[src/pin_irq_pkg.sv]
// constants for the bank-1 pin interrupt block: register map, field layout, reset values
// assumes a 32-bit AXI4-Lite register port with 12 byte-address bits
// Function
// [RULE1] one sticky status bit per pin, bits 21:0
// [RULE2] write one clears status, zero leaves it
// [RULE3] bits 31:22 ignored on write, no effect
// [RULE4] type bit: 0 level, 1 edge sensitive
// [RULE5] polarity: 0 low/falling, 1 high/rising
// [RULE6] any-edge bit: 1 triggers on both edges
// [RULE7] bit n serves pin 32+n of bank
// [RULE8] software: mask, clear, configure, then enable
// [RULE9] enable write of one unmasks that pin
// [RULE10] irq output while any unmasked status set
package pin_irq_pkg;
  localparam int NPINS = 22;
  localparam int ADDR_W = 12;
  localparam int DATA_W = 32;
  localparam logic [ADDR_W-1:0] OFF_IRQ_ENABLE = 12'h250;
  localparam logic [ADDR_W-1:0] OFF_IRQ_MASK_WRITE = 12'h254;
  localparam logic [ADDR_W-1:0] OFF_IRQ_STATUS = 12'h258;
  localparam logic [ADDR_W-1:0] OFF_IRQ_LEVEL_OR_EDGE = 12'h25C;
  localparam logic [ADDR_W-1:0] OFF_IRQ_POLARITY = 12'h260;
  localparam logic [ADDR_W-1:0] OFF_IRQ_BOTH_EDGES = 12'h264;
  localparam logic [ADDR_W-1:0] OFF_IRQ_MASK_READ = 12'h268;
  localparam logic [ADDR_W-1:0] OFF_PIN_LEVEL = 12'h26C;
  localparam logic [NPINS-1:0] CFG_RESET = 22'h000000;
  localparam logic [NPINS-1:0] STATUS_RESET = 22'h000000;
  localparam logic [NPINS-1:0] MASK_RESET = 22'h3FFFFF;
  localparam logic [1:0] RESP_OKAY = 2'h0;
  localparam logic [1:0] RESP_SLVERR = 2'h2;
  localparam logic [DATA_W-1:0] READ_ZERO = 32'h00000000;
endpackage : pin_irq_pkg

[src/pin_evt_if.sv]
// carries pin configuration to the detector and detected events back
// assumes both ends share ref_clk
`timescale 1ns/1ps
interface pin_evt_if;
  import pin_irq_pkg::*;
  logic [NPINS-1:0] edgeSel;
  logic [NPINS-1:0] polHigh;
  logic [NPINS-1:0] bothEdges;
  logic [NPINS-1:0] evt;
  logic [NPINS-1:0] pinLevel;
  modport ctrl (output edgeSel, output polHigh, output bothEdges, input evt, input pinLevel);
  modport det (input edgeSel, input polHigh, input bothEdges, output evt, output pinLevel);
endinterface : pin_evt_if

[src/pin_detect.sv]
// per-pin synchroniser and level/edge event detector
// assumes pins are asynchronous to ref_clk; one cycle of event per detected edge
`timescale 1ns/1ps
module pin_detect
  import pin_irq_pkg::*;
(
  input wire logic ref_clk,
  input wire logic rst_n,
  input wire logic [NPINS-1:0] pinIn,
  pin_evt_if.det cfg
);
  logic [NPINS-1:0] syncA_r;
  logic [NPINS-1:0] syncB_r;
  logic [NPINS-1:0] syncC_r;
  logic [NPINS-1:0] lvl_r;
  logic [NPINS-1:0] lvl_nxt;
  logic [NPINS-1:0] evt_r;
  logic [2:0] settle_r;
  // the flops start at zero, not at the pin level: no events until real levels fill them
  wire warm = settle_r[2];
  wire [NPINS-1:0] agree = ~(syncB_r ^ syncC_r);
  wire [NPINS-1:0] rise = lvl_nxt & ~lvl_r;
  wire [NPINS-1:0] fall = ~lvl_nxt & lvl_r;
  // level match follows polarity; edge match picks one edge or both
  wire [NPINS-1:0] lvlHit = ~(lvl_nxt ^ cfg.polHigh); // [RULE5]
  wire [NPINS-1:0] edgeOne = (cfg.polHigh & rise) | (~cfg.polHigh & fall); // [RULE5]
  wire [NPINS-1:0] edgeAny = (cfg.bothEdges & (rise | fall)) | (~cfg.bothEdges & edgeOne); // [RULE6]
  wire [NPINS-1:0] evt_nxt = (cfg.edgeSel & edgeAny) | (~cfg.edgeSel & lvlHit); // [RULE4]

  ////////////////////////////////////////////////////////////////////////////
  // once warm, a level only counts when two late stages agree, filtering metastable settle
  assign lvl_nxt = warm ? ((agree & syncB_r) | (~agree & lvl_r)) : syncB_r;
  assign cfg.evt = evt_r;
  assign cfg.pinLevel = lvl_r;

  always_ff @(posedge ref_clk) begin
    if (!rst_n) begin
      syncA_r <= CFG_RESET;
      syncB_r <= CFG_RESET;
      syncC_r <= CFG_RESET;
      lvl_r <= CFG_RESET;
      evt_r <= CFG_RESET;
      settle_r <= 3'h0;
    end else begin
      settle_r <= {settle_r[1:0], 1'b1};
      syncA_r <= pinIn;
      syncB_r <= syncA_r;
      syncC_r <= syncB_r;
      lvl_r <= lvl_nxt;
      evt_r <= evt_nxt & {NPINS{warm}};
    end
  end
endmodule : pin_detect

[src/pin_bank_irq.sv]
// bank-1 pin interrupt block: AXI4-Lite register slave, sticky status, mask, irq output
// assumes one AXI4-Lite master, single outstanding read and write, async pins
//
// Design decision made here: the AXI4-Lite interface to the registers.
`timescale 1ns/1ps
module pin_bank_irq
  import pin_irq_pkg::*;
(
  input wire logic ref_clk,
  input wire logic rst_n,
  input wire logic [ADDR_W-1:0] s_axi_awaddr,
  input wire logic s_axi_awvalid,
  output logic s_axi_awready,
  input wire logic [DATA_W-1:0] s_axi_wdata,
  input wire logic [3:0] s_axi_wstrb,
  input wire logic s_axi_wvalid,
  output logic s_axi_wready,
  output logic [1:0] s_axi_bresp,
  output logic s_axi_bvalid,
  input wire logic s_axi_bready,
  input wire logic [ADDR_W-1:0] s_axi_araddr,
  input wire logic s_axi_arvalid,
  output logic s_axi_arready,
  output logic [DATA_W-1:0] s_axi_rdata,
  output logic [1:0] s_axi_rresp,
  output logic s_axi_rvalid,
  input wire logic s_axi_rready,
  input wire logic [NPINS-1:0] pinIn,
  output logic irqOut
);
  function automatic logic hitReg(input logic [ADDR_W-1:0] a, input logic [ADDR_W-1:0] off);
    return a[ADDR_W-1:2] == off[ADDR_W-1:2];
  endfunction : hitReg

  // byte lanes reduced to the 22 implemented bits; upper bits are dropped here
  function automatic logic [NPINS-1:0] laneBits(input logic [DATA_W-1:0] d,
                                                input logic [3:0] s);
    logic [DATA_W-1:0] m;
    m = {{8{s[3]}}, {8{s[2]}}, {8{s[1]}}, {8{s[0]}}};
    return NPINS'(d & m); // [RULE3]
  endfunction : laneBits

  function automatic logic [NPINS-1:0] mergeRw(input logic [NPINS-1:0] old,
                                               input logic [DATA_W-1:0] d,
                                               input logic [3:0] s);
    logic [NPINS-1:0] m;
    m = laneBits(32'hFFFFFFFF, s);
    return (old & ~m) | (NPINS'(d) & m);
  endfunction : mergeRw

  pin_evt_if cfgBus ();

  pin_detect detect (
    .ref_clk(ref_clk),
    .rst_n(rst_n),
    .pinIn(pinIn),
    .cfg(cfgBus.det)
  );

  ////////////////////////////////////////////////////////////////////////////
  // write channel: address and data latched independently, acted on together
  logic awHeld_r;
  logic wHeld_r;
  logic [ADDR_W-1:0] awAddr_r;
  logic [DATA_W-1:0] wData_r;
  logic [3:0] wStrb_r;
  logic bValid_r;
  logic [1:0] bResp_r;
  wire awTake = s_axi_awvalid & ~awHeld_r;
  wire wTake = s_axi_wvalid & ~wHeld_r;
  wire doWrite = awHeld_r & wHeld_r & ~bValid_r;
  wire [NPINS-1:0] wBits = laneBits(wData_r, wStrb_r);
  wire wrEnable = doWrite & hitReg(awAddr_r, OFF_IRQ_ENABLE);
  wire wrMaskSet = doWrite & hitReg(awAddr_r, OFF_IRQ_MASK_WRITE);
  wire wrStatus = doWrite & hitReg(awAddr_r, OFF_IRQ_STATUS);
  wire wrType = doWrite & hitReg(awAddr_r, OFF_IRQ_LEVEL_OR_EDGE);
  wire wrPol = doWrite & hitReg(awAddr_r, OFF_IRQ_POLARITY);
  wire wrAny = doWrite & hitReg(awAddr_r, OFF_IRQ_BOTH_EDGES);
  wire wrReadOnly = doWrite & (hitReg(awAddr_r, OFF_IRQ_MASK_READ)
                    | hitReg(awAddr_r, OFF_PIN_LEVEL));
  wire wrMapped = wrEnable | wrMaskSet | wrStatus | wrType | wrPol | wrAny | wrReadOnly;

  assign s_axi_awready = ~awHeld_r;
  assign s_axi_wready = ~wHeld_r;
  assign s_axi_bvalid = bValid_r;
  assign s_axi_bresp = bResp_r;

  always_ff @(posedge ref_clk) begin
    if (!rst_n) begin
      awHeld_r <= 1'b0;
      wHeld_r <= 1'b0;
      awAddr_r <= 12'h000;
      wData_r <= READ_ZERO;
      wStrb_r <= 4'h0;
      bValid_r <= 1'b0;
      bResp_r <= RESP_OKAY;
    end else begin
      if (awTake) begin
        awHeld_r <= 1'b1;
        awAddr_r <= s_axi_awaddr;
      end else if (doWrite) begin
        awHeld_r <= 1'b0;
      end
      if (wTake) begin
        wHeld_r <= 1'b1;
        wData_r <= s_axi_wdata;
        wStrb_r <= s_axi_wstrb;
      end else if (doWrite) begin
        wHeld_r <= 1'b0;
      end
      if (doWrite) begin
        bValid_r <= 1'b1;
        bResp_r <= wrMapped ? RESP_OKAY : RESP_SLVERR;
      end else if (s_axi_bready) begin
        bValid_r <= 1'b0;
      end
    end
  end

  ////////////////////////////////////////////////////////////////////////////
  // configuration, mask and sticky status
  logic [NPINS-1:0] type_r;
  logic [NPINS-1:0] pol_r;
  logic [NPINS-1:0] any_r;
  logic [NPINS-1:0] mask_r;
  logic [NPINS-1:0] stat_r;
  logic irq_r;
  wire [NPINS-1:0] type_nxt = wrType ? mergeRw(type_r, wData_r, wStrb_r) : type_r; // [RULE4]
  wire [NPINS-1:0] pol_nxt = wrPol ? mergeRw(pol_r, wData_r, wStrb_r) : pol_r; // [RULE5]
  wire [NPINS-1:0] any_nxt = wrAny ? mergeRw(any_r, wData_r, wStrb_r) : any_r; // [RULE6]
  wire [NPINS-1:0] unmask = wrEnable ? wBits : 22'h000000; // [RULE9]
  wire [NPINS-1:0] maskSet = wrMaskSet ? wBits : 22'h000000;
  // a disable in the same write cannot collide with an enable; separate offsets
  wire [NPINS-1:0] mask_nxt = (mask_r & ~unmask) | maskSet; // [RULE9]
  wire [NPINS-1:0] statClr = wrStatus ? wBits : 22'h000000; // [RULE2]
  // a new event outranks a clear in the same cycle so nothing is lost
  wire [NPINS-1:0] stat_nxt = (stat_r & ~statClr) | cfgBus.evt; // [RULE1] [RULE7]
  wire irq_nxt = |(stat_nxt & ~mask_nxt); // [RULE10]

  assign cfgBus.edgeSel = type_r;
  assign cfgBus.polHigh = pol_r;
  assign cfgBus.bothEdges = any_r;
  assign irqOut = irq_r;

  always_ff @(posedge ref_clk) begin
    if (!rst_n) begin
      type_r <= CFG_RESET;
      pol_r <= CFG_RESET;
      any_r <= CFG_RESET;
      mask_r <= MASK_RESET;
      stat_r <= STATUS_RESET;
      irq_r <= 1'b0;
    end else begin
      type_r <= type_nxt;
      pol_r <= pol_nxt;
      any_r <= any_nxt;
      mask_r <= mask_nxt;
      stat_r <= stat_nxt;
      irq_r <= irq_nxt;
    end
  end

  ////////////////////////////////////////////////////////////////////////////
  // read channel; write-only registers read zero, upper bits always zero
  logic rValid_r;
  logic [DATA_W-1:0] rData_r;
  logic [1:0] rResp_r;
  wire arTake = s_axi_arvalid & ~rValid_r;
  wire rdStat = hitReg(s_axi_araddr, OFF_IRQ_STATUS);
  wire rdType = hitReg(s_axi_araddr, OFF_IRQ_LEVEL_OR_EDGE);
  wire rdPol = hitReg(s_axi_araddr, OFF_IRQ_POLARITY);
  wire rdAny = hitReg(s_axi_araddr, OFF_IRQ_BOTH_EDGES);
  wire rdMask = hitReg(s_axi_araddr, OFF_IRQ_MASK_READ);
  wire rdLevel = hitReg(s_axi_araddr, OFF_PIN_LEVEL);
  wire rdWo = hitReg(s_axi_araddr, OFF_IRQ_ENABLE) | hitReg(s_axi_araddr, OFF_IRQ_MASK_WRITE);
  wire rdMapped = rdStat | rdType | rdPol | rdAny | rdMask | rdLevel | rdWo;
  wire [NPINS-1:0] rdBits = ({NPINS{rdStat}} & stat_r) | ({NPINS{rdType}} & type_r)
                          | ({NPINS{rdPol}} & pol_r) | ({NPINS{rdAny}} & any_r)
                          | ({NPINS{rdMask}} & mask_r) | ({NPINS{rdLevel}} & cfgBus.pinLevel);

  assign s_axi_arready = ~rValid_r;
  assign s_axi_rvalid = rValid_r;
  assign s_axi_rdata = rData_r;
  assign s_axi_rresp = rResp_r;

  always_ff @(posedge ref_clk) begin
    if (!rst_n) begin
      rValid_r <= 1'b0;
      rData_r <= READ_ZERO;
      rResp_r <= RESP_OKAY;
    end else if (arTake) begin
      rValid_r <= 1'b1;
      rData_r <= {10'h000, rdBits}; // [RULE1] [RULE3]
      rResp_r <= rdMapped ? RESP_OKAY : RESP_SLVERR;
    end else if (s_axi_rready) begin
      rValid_r <= 1'b0;
    end
  end
endmodule : pin_bank_irq

[config.mk]
export PLATFORM = sky130hd
export DESIGN_NAME = pin_bank_irq
export DESIGN_NICKNAME = d
export VERILOG_FILES = /design/src/pin_irq_pkg.sv /design/src/pin_evt_if.sv /design/src/pin_detect.sv /design/src/pin_bank_irq.sv
export SDC_FILE = /design/constraint.sdc
export NUM_CORES = 1
export LEC_CHECK = 0
export BUFFER_PORTS_ARGS = -buffer_cell sky130_fd_sc_hd__buf_2
export CAP_MARGIN = 20
export CORE_MARGIN = 2
export CORE_UTILIZATION = 30
export DETAILED_ROUTE_END_ITERATION = 7
export HOLD_SLACK_MARGIN = 0.05
export PLACE_DENSITY = 0.53
export SLEW_MARGIN = 15
export SYNTH_ARGS = -nofsm -noshare
export SYNTH_HDL_FRONTEND = slang
export SYNTH_SLANG_ARGS = --single-unit
[constraint.sdc]
create_clock -name ref_clk -period 2.1 [get_ports ref_clk]
set_input_delay 0.105 -clock ref_clk [delete_from_list [all_inputs] [get_ports ref_clk]]
set_output_delay 0.105 -clock ref_clk [all_outputs]
set_load 0.02 [all_outputs]
== After elaboration in Yosys (flattened, before gate mapping) ==
Index checks and enable logic that the tools add are counted.
W data, S select, Z words.

* $add $sub $neg: 0
* Multipliers: 0
* Divide/modulo/power cells: 0
* Order comparisons: 0
* Equal/unequal tests: 16
* Shift operators: 0
* Muxes and demuxes: 14
* Bitwise gates (word level): 84
* Reduce and logical (&&, ||, !) cells: 5

{| class="wikitable"
|+ Operator list
! cell !! count
|-
| $and A22 B22 Y22 || 25
|-
| $or A22 B22 Y22 || 15
|-
| $not A22 Y22 || 12
|-
| $eq A10 B8 Y1 const B || 16
|-
| $mux W22 || 4
|-
| $xor A22 B22 Y22 || 2
|-
| $reduce_or A22 Y1 || 1
|-
| $or A1 B1 Y1 || 14
|-
| $and A1 B1 Y1 || 12
|-
| $mux W1 || 8
|-
| $reduce_bool A2 Y1 || 4
|-
| $mux W2 || 2
|-
| $not A1 Y1 || 4
|}

* Bits in registers: 291
* Bits in latches: 0
* Bits in writable memories: 0
* Memory bits (read-only): 0
* Input port bits: 89
* Output and inout port bits: 42
* Word-level logic and storage cells: 142
* Memories kept: 0

== Depth between registers and ports, before layout ==
* Depth in word-level cells: 15
* Mapped depth: 9
* Depth with buffers taken out: 8

== Cells and area by module ==
Synthesis repeated with hierarchy kept, for this count alone.

* Cell total of the unflattened synthesis: 1,484
* Area, all modules: 13,162.6 um^2

{| class="wikitable"
|+ By module, submodules not included
! module !! times used !! cells an instance !! area an instance (um^2) !! sequential area each (um^2)
|-
| pin_bank_irq || 1 || 911 || 7,552.2 || 3,483.3
|-
| pin_detect || 1 || 573 || 5,610.4 || 2,262.2
|}

== Least setup slack after synthesis ==
OpenSTA, ideal clock, no wires.

* Path kind: reg-to-reg
* Start point: register bValid_r, in the netlist s_axi_bvalid
* End point: register irq_r, in the netlist irqOut
* Library setup time: 0.133 ns
* Data arrival time: 2.014 ns
* Data required time: 1.967 ns
* Path slack: -0.047 ns
* Cell stages (with the launch flop): 9
* Path buffers: 1
* Period minus slack after synthesis: 2.147 ns
* Cell sequence: dfxtp_1 -> nand3b_1 -> nor4_4 -> nand3b_1 -> buf_2 -> o211ai_1 -> nand4_1 -> nor4_1 -> a31oi_1

* Longest elaborated chain between the ends: 10
* Elaborated cells between the ends (all ways): 17
* Those cells by class: 3 x mux; 13 x bitwise; 1 x reduce/logical

{| class="wikitable"
|+ Ends and longest elaborated chain
! what !! RTL line !! RTL
|-
| start: declaration || pin_bank_irq.sv:67 || <nowiki>logic bValid_r;</nowiki>
|-
| start signal: assignment || pin_bank_irq.sv:95 || <nowiki>bValid_r <= 1'b0;</nowiki>
|-
| start signal: assignment || pin_bank_irq.sv:112 || <nowiki>bValid_r <= 1'b1;</nowiki>
|-
| start signal: assignment || pin_bank_irq.sv:115 || <nowiki>bValid_r <= 1'b0;</nowiki>
|-
| $not A1 Y1 (*) || pin_bank_irq.sv:71 || <nowiki>wire doWrite = awHeld_r & wHeld_r & ~bValid_r;</nowiki>
|-
| $and A1 B1 Y1 (*) || pin_bank_irq.sv:71 ||
|-
| $and A1 B1 Y1 || pin_bank_irq.sv:73 || <nowiki>wire wrEnable = doWrite & hitReg(awAddr_r, OFF_IRQ_ENABLE);</nowiki>
|-
| $mux W22 || pin_bank_irq.sv:131 || <nowiki>wire [NPINS-1:0] unmask = wrEnable ? wBits : 22'h000000;</nowiki>
|-
| $not A22 Y22 || pin_bank_irq.sv:134 || <nowiki>wire [NPINS-1:0] mask_nxt = (mask_r & ~unmask) | maskSet;</nowiki>
|-
| $and A22 B22 Y22 || pin_bank_irq.sv:134 ||
|-
| $or A22 B22 Y22 || pin_bank_irq.sv:134 ||
|-
| $not A22 Y22 || pin_bank_irq.sv:138 || <nowiki>wire irq_nxt = |(stat_nxt & ~mask_nxt);</nowiki>
|-
| $and A22 B22 Y22 (*) || pin_bank_irq.sv:138 ||
|-
| $reduce_or A22 Y1 (*) || pin_bank_irq.sv:138 ||
|-
| end signal: assignment || pin_bank_irq.sv:159 || <nowiki>irq_r <= irq_nxt;</nowiki>
|-
| end: declaration || pin_bank_irq.sv:127 || <nowiki>logic irq_r;</nowiki>
|}

Mark *: on every way between the ends. The rest lies on a longest branch, timed or not.
A chain may end at the register's enable or synchronous reset.

== Final worst setup path ==
* Start point: register awAddr_r[2]
* End point: register irq_r, in the netlist irqOut

* Longest elaborated chain between the ends: 9
* Elaborated cells between the ends (all ways): 18
* Those cells by class: 3 x eq/ne; 3 x mux; 11 x bitwise; 1 x reduce/logical

{| class="wikitable"
|+ Ends and longest elaborated chain
! what !! RTL line !! RTL
|-
| start: declaration || pin_bank_irq.sv:64 || <nowiki>logic [ADDR_W-1:0] awAddr_r;</nowiki>
|-
| start signal: assignment || pin_bank_irq.sv:100 || <nowiki>awAddr_r <= s_axi_awaddr;</nowiki>
|-
| $eq A10 B8 Y1 || pin_bank_irq.sv:32 || <nowiki>return a[ADDR_W-1:2] == off[ADDR_W-1:2];</nowiki>
|-
| $and A1 B1 Y1 || pin_bank_irq.sv:73 ||
|-
| $mux W22 || pin_bank_irq.sv:131 ||
|-
| $not A22 Y22 || pin_bank_irq.sv:134 ||
|-
| $and A22 B22 Y22 || pin_bank_irq.sv:134 ||
|-
| $or A22 B22 Y22 || pin_bank_irq.sv:134 ||
|-
| $not A22 Y22 || pin_bank_irq.sv:138 ||
|-
| $and A22 B22 Y22 (*) || pin_bank_irq.sv:138 ||
|-
| $reduce_or A22 Y1 (*) || pin_bank_irq.sv:138 ||
|}

Marked as above.

==> flow_summary.json <==
{
  "routabilityCongestion": 0.827,
  "crit_slowest_cell": "sky130_fd_sc_hd__or4_4",
  "grt_overflow_total": 0,
  "synthSimpleGateAreaFrac_pct": 17.5,
  "cts.sinks": 287,
  "place.port_buffers": 103,
  "post-route-min-period_ns": 2.37,
  "fp-row-count": 73,
  "unrepaired_setup_endpoints_after_global_routing": "yes",
  "drive_gt1_share_pct": 20.3,
  "ys.warnings.count": 0,
  "synth_largest_area_cell": "sky130_fd_sc_hd__dfxtp_1",
  "leakage_uw": 0.00621,
  "final_net_count": 1740,
  "crit_fanout": 11,
  "antenna-diode-count": 0,
  "synth_compound_area_share_pct": 17.6,
  "layout_commonest_cell": "sky130_fd_sc_hd__dfxtp_1",
  "setup_ws_ns": -0.267,
  "worst-path-buf-inv": 1,
  "element_type_at_the_critical_path_start": "register",
  "path_class": "reg2reg",
  "clock_buffer_depth": 3,
  "synth_top_cell_area_share_pct": 47.2,
  "post_drt_wl_per_cell_um": 16.6,
  "detailedPlacementHpwl_um": 23900,
  "max_freq_mhz": 422,
  "remaining_drcs": 0,
  "cts_htree_levels": 2,
  "most-common-layout-cells": "285 x sky130_fd_sc_hd__dfxtp_1, 149 x sky130_fd_sc_hd__nor2_1, 148 x sky130_fd_sc_hd__nand2_1, 104 x sky130_fd_sc_hd__buf_2, 96 x sky130_fd_sc_hd__a21oi_1",
  "end_kind": "register",
  "initialDrtViolationCount": 679,
  "dp.cells": 2022,
  "hold_class": "in2reg",
  "timing.critical_path.cells": "or4b_1 > or4_4 > buf_12 > o21ai_1 > o211ai_1 > nand4_1 > nor4_2 > a31oi_1",
  "worst_skew_pair.late_latency_ns": 0.51,
  "place_area_um2": 13800,
  "timing.final.setup_violations": 11,
  "route.vias.total": 10400,
  "syn_inst": 1392,
  "drtPass1Iterations": 5,
  "nFillCells": 4007,
  "worst_setup_hold_path_clk_slew_ns": 0.06,
  "global_route_total_usage_across_every_layer_pct": 16.8,
  "initial_antenna_violation_count": 0,
  "final_design_area_no_fill_um2": 15900,
  "areaGrowthSynthToFinish_pct": 30.7,
  "timing.clock.skew_ns": 0.0187,
  "worstMarginPinSlew_ns": 0.606,
  "cts_tree": "built",
  "preCtsSetupSlack_ns": -0.318,
  "grt_first_pass_wirelength_um": 56100,
  "syn-mean-instance-area_um2": 8.75,
  "synthMuxAreaShare_pct": 6.22,
  "ir_worst_vdd_uv": 507,
  "floorplan.die_area_um2": 42200,
  "async_flop_share_pct": 0,
  "synth_cell_type_count": 47,
  "failed_checks": "setup timing",
  "dieWidth_um": 205,
  "synth-xor-area-share_pct": 1.65,
  "max_slew_violation_count": 0,
  "root_buffer": "sky130_fd_sc_hd__clkbuf_16",
  "initial_core_util_pct": 30.5,
  "drt_wl_total_um": 35700,
  "die_y_um": 205,
  "grt_start_max_net_pins": 64,
  "netlist_top_cells_area": "sky130_fd_sc_hd__dfxtp_1 47%, sky130_fd_sc_hd__nand2_1 5.2%, sky130_fd_sc_hd__nor2_1 4.6%",
  "ys_ff_latch": 287,
  "outcome": "finished, violations left",
  "worst_ep_arrival_time_ns": 2.81,
  "ant_nets": 0,
  "finalCritPeriodShare_pct": 113,
  "seq_area_frac_synth_pct": 47.2,
  "report.power.total_uw": 12500,
  "vias_per_cell": 4.84,
  "design.portCount": 131,
  "cts-buffers-inserted": 34,
  "cpLargestDelayFamily": "simple AND/OR/NAND/NOR gates",
  "post_synth_adder_cell_area_pct": 4.52,
  "largest_family_of_logic_cells_by_synthesized_area": "compound AO/OA/AOI/OAI gates",
  "synth-edff-count": 0,
  "stdcell_count": 2153,
  "core_region_area_um2": 39900,
  "yosys_most_used_dff": "sky130_fd_sc_hd__dfxtp_1",
  "power_density_nw_per_um2": 783,
  "cap_violations": 0,
  "max_stage_delay_ns": 0.62,
  "worstPathRequired_ns": 2.54,
  "summed_instance_area_of_the_synthesized_netlist_um2": 12200,
  "fin_hold_viols": 0,
  "slew_headroom_pct": 59.6,
  "grt_pass1_vias": 10500
}
==> tightest hold or removal path, cell delays in order <==
cell                      delay, ns
sky130_fd_sc_hd__buf_2         0.10
sky130_fd_sc_hd__nor2b_4       0.18
sky130_fd_sc_hd__o21ai_1       0.13
sky130_fd_sc_hd__nor2_1        0.04
==> what timing repair did <==
action                                  in CTS  in global routing
endpoints found under the setup margin      72                 65
resized for setup                           25                 57
gates cloned                                 3                  2
pin swaps                                   15                 28
endpoints found under the hold margin       81                  0
hold buffers                                65                  0
buffers inserted                             6                  0
==> logic make-up after synthesis <==
group           Yosys count
simple gates            456
compound gates          356
flops                   287
buf+inv                 152
mux                      73
fa+ha+maj                44
xor+xnor                 23
other cells               1
==> worst paths after layout <==
check | startpoint | endpoint | slack [ns] | depth (start not counted)
worst max-delay path | awAddr_r[2]$_SDFFE_PN0P_ | irqOut$_SDFF_PN0_ | -0.27 | 8
worst min-delay path | s_axi_arvalid | s_axi_rdata[0]$_SDFFE_PN0P_ | 0.09 | 4
worst max register to register | awAddr_r[2]$_SDFFE_PN0P_ | irqOut$_SDFF_PN0_ | -0.27 | 8
worst min register to register | detect.syncA_r[6]$_SDFF_PN0_ | detect.syncB_r[6]$_SDFF_PN0_ | 0.43 | 1
==> report_power, final <==
| group | internal [uW] | switching [uW] | leakage, uW |
|---|---|---|---|
| registers | 5620 | 135 | 0.00234 |
| logic | 402 | 538 | 0.00334 |
| clock network | 3500 | 2270 | 0.000527 |
| total | 9520 | 2940 | 0.00621 |
==> area by class of cell <==
type                    count  area [um2]  share of cell area (%)
inverters                  65         246                    1.55
clock inverters             4        51.3                   0.322
clock buffers              53        1040                    6.51
repair buffers            255        2080                    13.1
well taps                 525         657                    4.13
flip-flops and latches    287        5750                    36.1
multi-input cells         964        6100                    38.3
==> synth_stat cells (2+ instances only) <==
cell type                   instances
sky130_fd_sc_hd__a22oi_1           22
sky130_fd_sc_hd__nand2b_1           5
sky130_fd_sc_hd__a31oi_1            2
sky130_fd_sc_hd__a211oi_1          32
sky130_fd_sc_hd__o21ai_0           56
sky130_fd_sc_hd__buf_4             14
sky130_fd_sc_hd__mux2_2            22
sky130_fd_sc_hd__a222oi_1          22
sky130_fd_sc_hd__buf_1              4
sky130_fd_sc_hd__clkbuf_1          56
sky130_fd_sc_hd__o2111ai_1         12
sky130_fd_sc_hd__o211ai_1          24
sky130_fd_sc_hd__nor4_4             3
sky130_fd_sc_hd__nor3_1             2
sky130_fd_sc_hd__nor2b_1            4
sky130_fd_sc_hd__nand3b_1           3
sky130_fd_sc_hd__or4b_1             2
sky130_fd_sc_hd__nand3_1            6
sky130_fd_sc_hd__a21oi_1          112
sky130_fd_sc_hd__ha_1              44
sky130_fd_sc_hd__nand4_1            3
sky130_fd_sc_hd__nand2_1          168
sky130_fd_sc_hd__and4_1             2
sky130_fd_sc_hd__and2_1            88
sky130_fd_sc_hd__or2_1              9
sky130_fd_sc_hd__mux2i_1           51
sky130_fd_sc_hd__nor2_1           150
sky130_fd_sc_hd__buf_2             13
sky130_fd_sc_hd__nor4_1             3
sky130_fd_sc_hd__o21ai_1           70
sky130_fd_sc_hd__dfxtp_1          287
sky130_fd_sc_hd__inv_1             65
sky130_fd_sc_hd__xnor2_1           22
==> per-stage QoR <==
stage | util (%) | setup TNS, ns | hold slack [ns]
final | 39.9 | -0.691 | 0.0944
after global routing | 39.9 | -2.56 | 0.102
after CTS | 39.4 | -0.154 | 0.0762
after detailed placement | 34.6 | -4.30 | 0.299
after global placement | 34.6 | -2.01 | 0.297
after floorplan | - | 0 | 0.133
==> per-layer routing <==
layer | vias to the layer above | GRT usage (%) | share of wire (%)
li1 | 5194 | - | -
met1 | 4935 | 22.9 | 48
met2 | 241 | 27.7 | 46
met3 | 54 | 2.38 | 4.5
met4 | 0 | 4.37 | 2.0
met5 | - | 0 | 0
(Power assumes the default switching activity.)
